### src/wdr_regs.vh
// Register map, field positions and reset values of the watchdog restart block
`ifndef WDR_REGS_VH
`define WDR_REGS_VH

// ---------------------------------------------------------------
// Register indices (byte address = index * 4)
// ---------------------------------------------------------------
`define WDR_IDX_KEY      10'h00F
`define WDR_IDX_CTRL     10'h010
`define WDR_IDX_STAT     10'h011
`define WDR_IDX_MASK     10'h012
`define WDR_IDX_CNT      10'h013

// ---------------------------------------------------------------
// Control register fields
// ---------------------------------------------------------------
`define WDR_CTRL_RATE_LSB 0
`define WDR_CTRL_RATE_MSB 2
`define WDR_CTRL_WIN_BIT  3
`define WDR_CTRL_RESET    4'h0
`define WDR_RATE_OFF      3'h0

// ---------------------------------------------------------------
// Status and mask fields
// ---------------------------------------------------------------
`define WDR_EV_RESTART    0
`define WDR_EV_BADKEY     1
`define WDR_EV_EXPIRE     2
`define WDR_EV_EARLY      3
`define WDR_EV_W          4
`define WDR_MASK_RESET    4'h0

// ---------------------------------------------------------------
// Key values and timing
// ---------------------------------------------------------------
`define WDR_KEY_ARM       8'h55
`define WDR_KEY_FIRE      8'hAA
`define WDR_PER_SHIFT     4'h6
`define WDR_CNT_W         16

`endif

### src/wdr_period_cnt.v
// Time-out period counter with end-of-period and window-open detection
`timescale 1ns/10ps
`include "wdr_regs.vh"
module wdr_period_cnt #(
  parameter [3:0] PER_SHIFT = `WDR_PER_SHIFT
) (
  input  wire                  pclk,
  input  wire                  presetn,
  input  wire                  run,
  input  wire                  restart,
  input  wire [2:0]            rate,
  output wire [`WDR_CNT_W-1:0] count,
  output wire                  expire,
  output wire                  early
);

  reg  [`WDR_CNT_W-1:0] count_q;
  reg  [`WDR_CNT_W-1:0] count_d;
  wire [3:0]            shamt;
  wire [`WDR_CNT_W-1:0] period;
  wire [`WDR_CNT_W-1:0] last;
  wire [`WDR_CNT_W-1:0] open_at;
  wire                  at_last;

  // ---------------------------------------------------------------
  // Period length: two to the power of base shift plus rate
  // ---------------------------------------------------------------
  assign shamt   = PER_SHIFT + {1'b0, rate};
  assign period  = {{(`WDR_CNT_W-1){1'b0}}, 1'b1} << shamt;
  assign last    = period - {{(`WDR_CNT_W-1){1'b0}}, 1'b1};
  assign open_at = period - (period >> 2); // Last quarter opens here
  assign at_last = (count_q == last);

  // Next count: cleared on restart, disable or wrap
  always @* begin
    count_d = count_q + {{(`WDR_CNT_W-1){1'b0}}, 1'b1};
    if (!run || restart || at_last) begin
      count_d = {`WDR_CNT_W{1'b0}};
    end
  end

  always @(posedge pclk or negedge presetn) begin
    if (!presetn) begin
      count_q <= {`WDR_CNT_W{1'b0}};
    end else begin
      count_q <= count_d;
    end
  end

  assign count  = count_q;
  assign expire = run & at_last & ~restart;
  assign early  = count_q < open_at;

endmodule

### src/wdr_sticky.v
// Sticky event flags, set by hardware, cleared by writing one
`timescale 1ns/10ps
module wdr_sticky #(
  parameter W = 4
) (
  input  wire         pclk,
  input  wire         presetn,
  input  wire [W-1:0] set_evt,
  input  wire [W-1:0] clr_w1c,
  output wire [W-1:0] flags
);

  reg [W-1:0] flags_q;
  wire [W-1:0] flags_d;

  // ---------------------------------------------------------------
  // Flag update: a set in the clearing cycle survives
  // ---------------------------------------------------------------
  assign flags_d = (flags_q & ~clr_w1c) | set_evt;

  always @(posedge pclk or negedge presetn) begin
    if (!presetn) begin
      flags_q <= {W{1'b0}};
    end else begin
      flags_q <= flags_d;
    end
  end

  assign flags = flags_q;

endmodule

### src/wdr_top.v
// Watchdog restart key sequencer with APB registers and interrupt
//
// Functional notes
// - Rate select zero disables watchdog; key writes then do nothing.
// - Any nonzero rate select enables the watchdog and key checking.
// - Enabled, a key write other than 0x55 or 0xAA resets at once.
// - Among key writes, only 0xAA after 0x55 restarts the period; repeated 0x55 allowed.
// - Writes may be apart but must finish before period end, else reset.
// - Window mode: any key write in first three quarters resets.
// - Key register reads zero; writes accepted any time.
`timescale 1ns/10ps
`include "wdr_regs.vh"
module wdr_top #(
  parameter [3:0] PER_SHIFT = `WDR_PER_SHIFT
) (
  input  wire        pclk,
  input  wire        presetn,
  input  wire        psel,
  input  wire        penable,
  input  wire        pwrite,
  input  wire [11:0] paddr,
  input  wire [31:0] pwdata,
  output wire [31:0] prdata,
  output wire        pready,
  output wire        pslverr,
  output wire        wdog_reset,
  output wire        irq
);

  // ---------------------------------------------------------------
  // Declarations
  // ---------------------------------------------------------------
  reg  [3:0]            ctrl_q;
  reg  [3:0]            ctrl_d;
  reg  [`WDR_EV_W-1:0]  mask_q;
  reg  [`WDR_EV_W-1:0]  mask_d;
  reg                   armed_q;
  reg                   armed_d;
  reg                   wdrst_q;
  reg                   wdrst_d;
  reg                   irq_q;
  reg  [31:0]           prdata_q;
  reg  [31:0]           prdata_d;
  reg                   pslverr_q;
  reg                   pslverr_d;
  reg  [`WDR_EV_W-1:0]  ev_set;
  reg                   restart;
  reg                   bad_key;
  reg                   early_wr;

  wire [9:0]            idx;
  wire                  setup_ph;
  wire                  access_ph;
  wire                  wr_acc;
  wire                  hit_key;
  wire                  hit_ctrl;
  wire                  hit_stat;
  wire                  hit_mask;
  wire                  hit_cnt;
  wire                  mapped;
  wire [7:0]            key_byte;
  wire [2:0]            rate;
  wire                  win_mode;
  wire                  wd_on;
  wire                  key_wr;
  wire [`WDR_EV_W-1:0]  stat_w1c;
  wire [`WDR_EV_W-1:0]  stat_flags;
  wire [`WDR_CNT_W-1:0] count;
  wire                  expire;
  wire                  early;
  // Counter control
  wire                  trip;
  wire                  cnt_run;
  wire                  cnt_restart;

  // ---------------------------------------------------------------
  // APB decode
  // ---------------------------------------------------------------
  // Word map: key 0x0F, control 0x10, status 0x11, mask 0x12, count 0x13
  // Control holds rate select in bits 2:0 and window mode in bit 3
  // Status and mask: restart, bad key, expiry, early window write
  // Byte address bits 1:0 are ignored; every register is one word
  assign idx       = paddr[11:2];
  assign setup_ph  = psel & ~penable;
  assign access_ph = psel & penable;
  assign wr_acc    = access_ph & pwrite;

  // Register hits by word index
  assign hit_key  = (idx == `WDR_IDX_KEY);
  assign hit_ctrl = (idx == `WDR_IDX_CTRL);
  assign hit_stat = (idx == `WDR_IDX_STAT);
  assign hit_mask = (idx == `WDR_IDX_MASK);
  assign hit_cnt  = (idx == `WDR_IDX_CNT);
  assign mapped   = hit_key | hit_ctrl | hit_stat | hit_mask | hit_cnt;

  assign key_byte = pwdata[7:0];
  assign key_wr   = wr_acc & hit_key;
  assign stat_w1c = (wr_acc & hit_stat) ? pwdata[`WDR_EV_W-1:0]
                                        : {`WDR_EV_W{1'b0}};

  // ---------------------------------------------------------------
  // Control fields
  // ---------------------------------------------------------------
  assign rate     = ctrl_q[`WDR_CTRL_RATE_MSB:`WDR_CTRL_RATE_LSB];
  assign win_mode = ctrl_q[`WDR_CTRL_WIN_BIT];
  // Rate select zero parks the counter and disables every key check
  // enable from rate
  assign wd_on    = (rate != `WDR_RATE_OFF);

  // Control and mask register writes
  always @* begin
    ctrl_d = ctrl_q;
    mask_d = mask_q;
    if (wr_acc && hit_ctrl) begin
      ctrl_d = pwdata[3:0];
    end
    if (wr_acc && hit_mask) begin
      mask_d = pwdata[`WDR_EV_W-1:0];
    end
  end

  always @(posedge pclk or negedge presetn) begin
    if (!presetn) begin
      ctrl_q <= `WDR_CTRL_RESET;
      mask_q <= `WDR_MASK_RESET;
    end else begin
      ctrl_q <= ctrl_d;
      mask_q <= mask_d;
    end
  end

  // ---------------------------------------------------------------
  // Key sequence checking
  // ---------------------------------------------------------------
  // Classify each key write against state and window
  // The arm flag remembers a 0x55 until 0xAA, a trip or expiry
  always @* begin
    armed_d  = armed_q;
    restart  = 1'b0;
    bad_key  = 1'b0;
    early_wr = 1'b0;
    if (!wd_on) begin
      armed_d = 1'b0;
    end else if (key_wr) begin
      // Window check comes first, so even a key value is refused early
      // early write in window mode
      if (win_mode && early) begin
        early_wr = 1'b1;
        armed_d  = 1'b0;
      end else if (key_byte == `WDR_KEY_ARM) begin
        armed_d = 1'b1;
      end else if (key_byte == `WDR_KEY_FIRE) begin
        restart = armed_q;
        // A lone 0xAA is dropped without a reset
        armed_d = 1'b0;
      end else begin
        bad_key = 1'b1;
        armed_d = 1'b0;
      end
    end
    if (expire) begin
      armed_d = 1'b0;
    end
  end

  always @(posedge pclk or negedge presetn) begin
    if (!presetn) begin
      armed_q <= 1'b0;
    end else begin
      armed_q <= armed_d;
    end
  end

  // ---------------------------------------------------------------
  // Period counter
  // ---------------------------------------------------------------
  // Immediate trips zero the count at once; expiry is left out,
  // since it derives from the count and would close a loop
  assign trip        = bad_key | early_wr;
  assign cnt_run     = wd_on & ~trip;

  // reload on completed sequence
  // Completed key sequence or any control write opens a new period
  assign cnt_restart = restart | (wr_acc & hit_ctrl);

  wdr_period_cnt #(
    .PER_SHIFT (PER_SHIFT)
  ) u_cnt (
    .pclk    (pclk),
    .presetn (presetn),
    .run     (cnt_run),
    .restart (cnt_restart),
    .rate    (rate),
    .count   (count),
    .expire  (expire),
    .early   (early)
  );

  // ---------------------------------------------------------------
  // Watchdog reset output
  // ---------------------------------------------------------------
  // expiry or bad write resets
  // Registered so the reset controller sees a clean one-cycle pulse
  always @* begin
    wdrst_d = wd_on & (trip | expire);
  end

  always @(posedge pclk or negedge presetn) begin
    if (!presetn) begin
      wdrst_q <= 1'b0;
    end else begin
      wdrst_q <= wdrst_d;
    end
  end

  assign wdog_reset = wdrst_q;

  // ---------------------------------------------------------------
  // Event status and interrupt
  // ---------------------------------------------------------------
  // Event vector for sticky flags
  always @* begin
    ev_set = {`WDR_EV_W{1'b0}};
    ev_set[`WDR_EV_RESTART] = restart;
    ev_set[`WDR_EV_BADKEY]  = bad_key;
    ev_set[`WDR_EV_EXPIRE]  = expire;
    ev_set[`WDR_EV_EARLY]   = early_wr;
  end

  wdr_sticky #(
    .W (`WDR_EV_W)
  ) u_stat (
    .pclk    (pclk),
    .presetn (presetn),
    .set_evt (ev_set),
    .clr_w1c (stat_w1c),
    .flags   (stat_flags)
  );

  // Level interrupt from unmasked flags
  // Registered, so it trails a new flag by one cycle
  always @(posedge pclk or negedge presetn) begin
    if (!presetn) begin
      irq_q <= 1'b0;
    end else begin
      irq_q <= |(stat_flags & mask_q);
    end
  end

  assign irq = irq_q;

  // ---------------------------------------------------------------
  // Read data and error, captured in the setup cycle
  // ---------------------------------------------------------------
  // Capturing at setup keeps prdata steady through the access cycle,
  // and an unmapped index answers with zero data and an error
  always @* begin
    prdata_d  = prdata_q;
    pslverr_d = pslverr_q;
    if (setup_ph) begin
      prdata_d  = 32'h0000_0000;
      pslverr_d = ~mapped;
      if (!pwrite) begin
        if (hit_ctrl) begin
          prdata_d[3:0] = ctrl_q;
        end
        if (hit_stat) begin
          prdata_d[`WDR_EV_W-1:0] = stat_flags;
        end
        if (hit_mask) begin
          prdata_d[`WDR_EV_W-1:0] = mask_q;
        end
        if (hit_cnt) begin
          prdata_d[`WDR_CNT_W-1:0] = count;
        end
        if (hit_key) begin
          prdata_d = 32'h0000_0000;
        end
      end
    end
  end

  always @(posedge pclk or negedge presetn) begin
    if (!presetn) begin
      prdata_q  <= 32'h0000_0000;
      pslverr_q <= 1'b0;
    end else begin
      prdata_q  <= prdata_d;
      pslverr_q <= pslverr_d;
    end
  end

  // Zero wait states
  assign pready  = 1'b1;
  assign prdata  = prdata_q;
  assign pslverr = pslverr_q & access_ph;

endmodule

### config.mk
export PLATFORM = sky130hd
export DESIGN_NAME = wdr_top
export DESIGN_NICKNAME = d
export VERILOG_FILES = /design/src/wdr_period_cnt.v /design/src/wdr_sticky.v /design/src/wdr_top.v
export VERILOG_INCLUDE_DIRS = /design/src
export SDC_FILE = /design/constraint.sdc
export NUM_CORES = 1
export LEC_CHECK = 0
export ABC_AREA = 0
export BUFFER_PORTS_ARGS = -buffer_cell sky130_fd_sc_hd__buf_2
export CAP_MARGIN = 20
export CORE_ASPECT_RATIO = 1.75
export CORE_UTILIZATION = 58
export DETAILED_ROUTE_END_ITERATION = 8
export PLACE_DENSITY_LB_ADDON = 0.05
export SYNTH_ARGS = -nofsm -noshare
export SYNTH_HDL_FRONTEND = slang
export SYNTH_SLANG_ARGS = --single-unit
### constraint.sdc
create_clock -name pclk -period 8.5 [get_ports pclk]
set_input_delay 0.85 -clock pclk [delete_from_list [all_inputs] [get_ports pclk]]
set_output_delay 0.85 -clock pclk [all_outputs]
set_load 0.1 [all_outputs]
==> results of run 1 <==
-- per-stage QoR --
stage                     hold WS, ps  cell area, um^2  cells  setup WS [ps]
final                           486.7             3722    491           3362
after detailed placement        470.5             3607    483           3468
after global routing            514.3             3722    491           2932
after global placement          471.7             3607    483           3498
after CTS                       491.3             3722    491           3415
after floorplan                 459.6             3490    394           4227
-- final timing paths --
kind / cells past startpoint / endpoint / from
setup / recovery: 18 / u_cnt.count[11]$_DFF_PN0_ / ctrl_q[1]$_DFFE_PN0P_
hold / removal: 2 / prdata[3]$_DFFE_PN0P_ / prdata[3]$_DFFE_PN0P_
setup reg to reg: 18 / u_cnt.count[11]$_DFF_PN0_ / ctrl_q[1]$_DFFE_PN0P_
hold reg to reg: 2 / prdata[3]$_DFFE_PN0P_ / prdata[3]$_DFFE_PN0P_
max in group asynchronous: 2 / u_cnt.count[11]$_DFF_PN0_ / presetn
min in group asynchronous: 2 / wdog_reset$_DFF_PN0_ / presetn
-- worst max-delay path: cells and delay by family, from the launching register on --
family | cells | cell delay, ps
buffers and inverters | 1 | 280
AND/OR/NAND/NOR | 5 | 1300
AO/OA/AOI/OAI | 8 | 1440
XOR/XNOR | 1 | 180
adder cells (fa/ha/maj) | 3 | 1190
flip-flops | 1 | 660
-- kinds of logic (layout without fill, tap and decap cells) --
family	Yosys count	in the layout	synth area share (%)
muxes	4	4	1.275
adders and majority gates	30	30	10.93
DFF	48	48	34.99
xor gates and xnor gates	22	22	5.612
buffers and inverters	50	71	7.835
other	2	17	0.2187
AOI/OAI and AO/OA	81	81	16.40
and+or+nand+nor	142	142	22.74
-- power by group through the flow --
stage / combinational, uW / clock, uW / sequential, uW
finish: 61.4 / 170 / 229
global route: 65.5 / 183 / 229
CTS: 61.7 / 172 / 229
detailed placement: 61.7 / 0 / 233
global placement: 60.8 / 0 / 233
floorplan: 52.8 / 0 / 234
-- layout make-up --
class | count | area [um^2]
Clock buffer | 5 | 68.82
Clock inverter | 3 | 46.29
Fill cell | 516 | 1908
Inverter | 21 | 78.83
Multi-Input combinational cell | 296 | 2019
Sequential cell | 48 | 1201
Tap cell | 76 | 95.09
Timing Repair Buffer | 42 | 212.7
-- metal layers --
| metal | share of wire [%] | vias to the layer above |
|---|---|---|
| li1 | - | 1386 |
| met1 | 38 | 1364 |
| met2 | 54 | 89 |
| met3 | 3.6 | 24 |
| met4 | 4.1 | 0 |
| met5 | 0 | - |
-- layout by cell type, fill, tap and decap left out, types with 3 or more instances in the layout --
master / synthesis / final
or3_1: 3 / 3
dfrtp_1: 48 / 48
nor4_1: 3 / 3
nand3_1: 10 / 10
nand2_1: 38 / 38
a21o_1: 4 / 4
clkbuf_8: 0 / 5
nand4_1: 9 / 9
conb_1: 2 / 17
inv_1: 21 / 21
o21ai_0: 28 / 28
o22ai_1: 6 / 6
and3_1: 6 / 6
nor4bb_1: 3 / 3
xnor2_1: 7 / 7
nor2b_1: 8 / 8
ha_1: 30 / 30
a21oi_1: 7 / 7
nor3_1: 4 / 4
nor2_1: 33 / 33
o31ai_1: 5 / 5
mux2_2: 3 / 3
nand2b_1: 4 / 4
a22o_1: 12 / 12
xor2_1: 15 / 15
and2_1: 3 / 3
buf_2: 2 / 41
-- state kept, by name, summed over array words and instances, names as in the netlist --
| register | cells |
|---|---|
| wdog_reset | 1 |
| ctrl_q | 4 |
| mask_q | 4 |
| u_cnt.count | 16 |
| u_stat.flags | 4 |
| irq | 1 |
| prdata | 16 |
| armed_q | 1 |
| pslverr_q | 1 |
-- cells in the mapped netlist, types with 2 or more instances --
cell / number / share of area (%)
xor2_1: 15 / 3.8
nand4_1: 9 / 1.6
xnor2_1: 7 / 1.8
nor3b_1: 2 / 0.44
buf_4: 17 / 3.7
a21oi_1: 7 / 1.0
clkbuf_1: 8 / 0.87
nor4b_1: 2 / 0.51
a22o_1: 12 / 3.1
conb_1: 2 / 0.22
nand2b_1: 4 / 0.73
or4_4: 2 / 0.66
nand3_1: 10 / 1.5
ha_1: 30 / 11
inv_1: 21 / 2.3
a21boi_0: 2 / 0.44
nor4bb_1: 3 / 0.87
buf_6: 2 / 0.66
nor2_1: 33 / 3.6
a211o_1: 2 / 0.51
o21ai_0: 28 / 4.1
or3_1: 3 / 0.55
nor2b_1: 8 / 1.5
and2_1: 3 / 0.55
o22ai_1: 6 / 1.1
nand2_1: 38 / 4.2
nor4_1: 3 / 0.55
a22oi_1: 2 / 0.44
nor3_1: 4 / 0.58
dfrtp_1: 48 / 35
a211oi_1: 2 / 0.44
buf_2: 2 / 0.29
a21o_1: 4 / 0.87
o31ai_1: 5 / 1.1
a31oi_1: 2 / 0.36
mux2_2: 3 / 0.98
and3_1: 6 / 1.1
==> impl_results.md, run 1 <==
* # IOs at 85
* Std cell rows at 36
* Initial DRC Count at 198
* Post-synth EDFFs at 0
* Num CTS Buffers at 5
* Cell area after synthesis at 0.003433 mm^2
* Final core utilization at between 60% and 70%
* Initial antenna violation count at 0
* Status: complete, no violations
* DIE AREA at 0.006243 mm^2
* Clk buf depth at 2
* N_diodes at 0
* Post-DR vias/cell at 5.831
* #FFs+latches synth at 48
* WP data arrival at 5380 ps
* Worst path most repeated cell: ha_1
* Total GRT Usage at 28.16%
* CTS root buf: clkbuf_8
* HP Class: reg2reg
* GRT overflow at 0
* WL/cell at 16.14 um
* Final-stage net count at 493
* Number of post-CTS setup repair buffers at 0
* Tmin final at between 5000 and 6000 ps
* Clock Skew at roughly 8.6 ps
* Switching part of the total at 29.09%
* Critical Path Fanout Max at 16
* Pin count of the biggest net entering global routing at 49
* Synth Instances at 379
* Worst vdd rail ir drop at ~0.00013 V
* Final wirelength at roughly 7.9 mm
* Max Cap Viol at 0
* Post-CTS Hold Buffers at 0
* Clk sink count at 48
* Worst-margin pin slew at 828.4 ps
* Required time of the critical path at 8740 ps
* Initial Utilization at 60.98%
* Sequential share of power at 49.8%
* Worst path max stage delay at 660 ps
* Internal power at 326.3 uW
* Distinct cells, synth at 59
* Clock power share at between 30% and 40%
* Synth-to-layout area growth at 8.418%
* Vias in the first global route at 2816
* Critical path startpoint category: register
* Hold Fails Final Rpt at 0
* Vias at about 2900
* Ys async rst share at 100.0%
* Register area share after synthesis at 34.99%
* Ys Warns at 0
* Setup TNS at 0 ps
* Syn_area_per_cell at 9.059 um^2
* First-pass GRT wire length at approximately 13 mm
* Die X at approximately 60 um
* Post-DRT Antenna Nets at 0
* First-pass DRT Iterations at 4
* Share of layout cells above drive strength 1 at 15.66%
* Final setup fails at 0
* Dpl hpwl at 6.028 mm
* Core area at 0.005630 mm^2
* Post-synth top flop: dfrtp_1
* Port Buf Inserts at 41
* Crit Path Class: reg2reg
* Net switching power figure at 133.9 uW
* Post-CTS resize count at 0
* DRC viols at 0
* CTS tree: yes
* Crit-path cells: inv_1 -> ha_1 -> nor2_1 -> nand2_1 -> ha_1 -> o21ai_0 -> a31oi_1 -> a211o_1 -> a31oi_1 -> o21ai_0 -> xor2_1 -> ha_1 -> nand3_1 -> a2111oi_4 -> o21ai_2 -> a311oi_2 -> nand3_2 -> nor2_1
* Die height at 103.8 um
* Slew HR at 44.77%
* GR Layer Usage met3 at under 10%
* Pins over their slew limit at 0
* H-tree depth at 2
* Fmax at 194.6 MHz
* Routability cong. at roughly 0.9
* Final period util at 60.45%
* Slowest stage cell, crit path: dfrtp_1
* RSZ-0062 raised after global routing: false
* Grt peak-use layer: met2
* R2r setup slk at 3360 ps
* Worst skew pair latency at between 300 and 400 ps
* Total Power at 460.2 uW
* GR Layer Usage met2 at 47.10%
* Pleak at 0.001799 uW
* CP endpoint kind: register
* Clock transition at path regs at 90 ps
* Pwr/cell area at ~120 mW/mm^2
* Met1 Use GR at 32.44%
* Comb power frac at a little over an eighth
Power figures use the tool's default switching activity.
==> inputs of run 2 (changes only) <==
--- a/config.mk
+++ b/config.mk
@@ -10,7 +10,7 @@
 export BUFFER_PORTS_ARGS = -buffer_cell sky130_fd_sc_hd__buf_2
 export CAP_MARGIN = 20
 export CORE_ASPECT_RATIO = 1.75
-export CORE_UTILIZATION = 58
+export CORE_UTILIZATION = 54
 export DETAILED_ROUTE_END_ITERATION = 8
 export PLACE_DENSITY_LB_ADDON = 0.05
 export SYNTH_ARGS = -nofsm -noshare
==> constraint.sdc (replaced) <==
create_clock -name pclk -period 4.9 [get_ports pclk]
set_input_delay 0.49 -clock pclk [delete_from_list [all_inputs] [get_ports pclk]]
set_output_delay 0.49 -clock pclk [all_outputs]
set_load 0.1 [all_outputs]
==> impl_results.md, run 2 (synthesis results as in run 1) <==
* Slowest stage cell, crit path: ha_1
* CP top delay family: compound AO/OA/AOI/OAI gates
* Most frequent cells in the layout: dfrtp_1, buf_2, nand2_1, nor2_1, ha_1
* Synth-to-layout area growth at 10.97%
* First-pass DRT Iterations at 4 (unchanged)
* Clk sink count at 48 (unchanged)
* WL/cell at 15.62 um (-3.2%)
* Final core utilization at 61.64% (-4.5 points)
* Clk buf depth at 2 (unchanged)
* N_diodes at 0 (unchanged)
* RSZ-0062 raised after global routing: false
* Std cell rows at 38 (+5.6%)
* Initial Utilization at 55.55% (-5.4 points)
* Critical Path Fanout Max at 15 (-1)
* # IOs at 85 (unchanged)
* Post-DRT Antenna Nets at 0 (unchanged)
* Worst path most repeated cell: ha_1
* Final wirelength at 7.827 mm (-1.2%)
* Share of layout cells above drive strength 1 at 17.10% (+1.4 points)
* Hold Fails Final Rpt at 0 (unchanged)
* DRC viols at 0 (unchanged)
* H-tree depth at 2 (unchanged)
* Initial DRC Count at 112 (-43%)
* Total GRT Usage at 25.38% (-2.8 points)
* FILL cells at 605 (+17%)
* Pin count of the biggest net entering global routing at 49 (unchanged)
* Routability cong. at 0.8651 (-3.7%)
* Crit-path cells: inv_1 -> ha_1 -> nor2b_1 -> nand2_1 -> inv_1 -> ha_1 -> a21o_1 -> a21o_1 -> a221oi_1 -> o21ai_0 -> xor2_1 -> ha_1 -> nand3_1 -> a2111oi_4 -> o21ai_2 -> a311oi_2 -> nand3_2 -> nor2_1
* Reg area at 0.001201 mm^2 (unchanged)
* Fmax at 223.2 MHz (+15%)
* Critical path startpoint category: register
* Vias in the first global route at 2744 (-2.6%)
* Required time of the critical path at 5130 ps (-3610 ps)
* First-pass GRT wire length at 13.14 mm (about the same)
* Clock Skew at 7.805 ps (-0.8299 ps)
* Initial antenna violation count at 0 (unchanged)
* GRT overflow at 0 (unchanged)
* Pins over their slew limit at 0 (unchanged)
* Final period util at 91.43% (+31 points)
* Worst path bufs/invs at 2 (+1)
* DP Area at 0.003650 mm^2 (+1.2%)
* CP endpoint kind: register
* Most common cell after layout, fill and taps aside: dfrtp_1
* Worst-margin pin slew at 828.1 ps (-0.2924 ps)
* Setup TNS at 0 ps (unchanged)
* Max Cap Viol at 0 (unchanged)
* Num CTS Buffers at 5 (unchanged)
* Post-CTS Hold Buffers at 0 (unchanged)
* Vias at 2831 (-1.1%)
* Status: complete, no violations
* Clock transition at path regs at 90 ps (about the same)
* HP Class: in2async
* Dpl hpwl at 6.054 mm (+0.44%)
* Worst skew pair latency at 310 ps (about the same)
* Post-DR vias/cell at 5.651 (-3.1%)
* Slew HR at 44.79% (about the same)
* Finished Cell Area at 0.003810 mm^2 (+2.4%)
* DIE AREA at 0.006693 mm^2 (+7.2%)
* Core area at 0.006181 mm^2 (+9.8%)
* Die height at 107.5 um (+3.6%)
* Tmin final at 4480 ps (-658.1 ps)
* WP data arrival at 4720 ps (-660 ps)
* CTS tree: yes
* Pwr/cell area at 223.2 mW/mm^2 (+81%)
* CTS root buf: clkbuf_8
* Final setup fails at 0 (unchanged)
* Port Buf Inserts at 41 (unchanged)
* Number of post-CTS setup repair buffers at 0 (unchanged)
* Multi-input logic area at 0.002022 mm^2 (+0.12%)
* Worst vdd rail ir drop at 0.0002469 V (+84%)
* Final-stage net count at 499 (+1.2%)
* Die X at 62.28 um (+3.5%)
* Pleak at 0.001849 uW (+2.8%)
* Crit Path Class: reg2reg
* Post-CTS resize count at 0 (unchanged)
* Worst path max stage delay at 580 ps (-80 ps)
run 2: cell count changes in the layout (fill, tap and decap cells not counted), sizes merged:
cell / delta
buf: +6
bufinv: +1
clkinvlp: -1
run 2: path summary, 6_finish.rpt:
kind                                       start                  endpoint  slack [ps]  cells after the start
hold reg to reg            prdata[3]$_DFFE_PN0P_     prdata[3]$_DFFE_PN0P_         500                      2
setup / recovery           ctrl_q[2]$_DFFE_PN0P_  u_cnt.count[9]$_DFF_PN0_         420                     18
hold / removal                           presetn     ctrl_q[2]$_DFFE_PN0P_         180                      1
max in group asynchronous                presetn  u_cnt.count[6]$_DFF_PN0_        4200                      2
setup reg to reg           ctrl_q[2]$_DFFE_PN0P_  u_cnt.count[9]$_DFF_PN0_         420                     18
min in group pclk          prdata[3]$_DFFE_PN0P_     prdata[3]$_DFFE_PN0P_         500                      2
run 2: cell type report:
class / count / share of cell area, %
clock buffers: 5 / 1.806
well taps: 80 / 2.627
flip-flops and latches: 48 / 31.53
multi-input cells: 296 / 53.07
clock inverters: 3 / 1.806
repair buffers: 48 / 7.094
inverters: 21 / 2.069
run 2: report_power, final:
part	internal [uW]	switching [uW]
Sequential	396	0.689
Clock	205	139
Combinational	17.5	91.0
Total	619	231
run 2: per-stage QoR:
step,worst slack (ps),hold slack (ps),total power (uW),instances
2_1_floorplan,627.3,194.4,496.8,394
3_3_place_gp,440.1,478.0,510.7,492
3_5_place_dp,363.0,476.1,511.8,492
4_1_cts,320.7,430.2,853.7,500
5_1_grt,32.22,220.9,877.5,501
6_report,419.9,176.2,850.2,501
run 2: metal layers:
metal	vias to the layer above	GRT usage (%)	wire, um
li1	1390	-	-
met1	1340	28.04	3131
met2	82	47.49	4219
met3	19	3.496	241
met4	0	11.46	233
met5	-	0	0
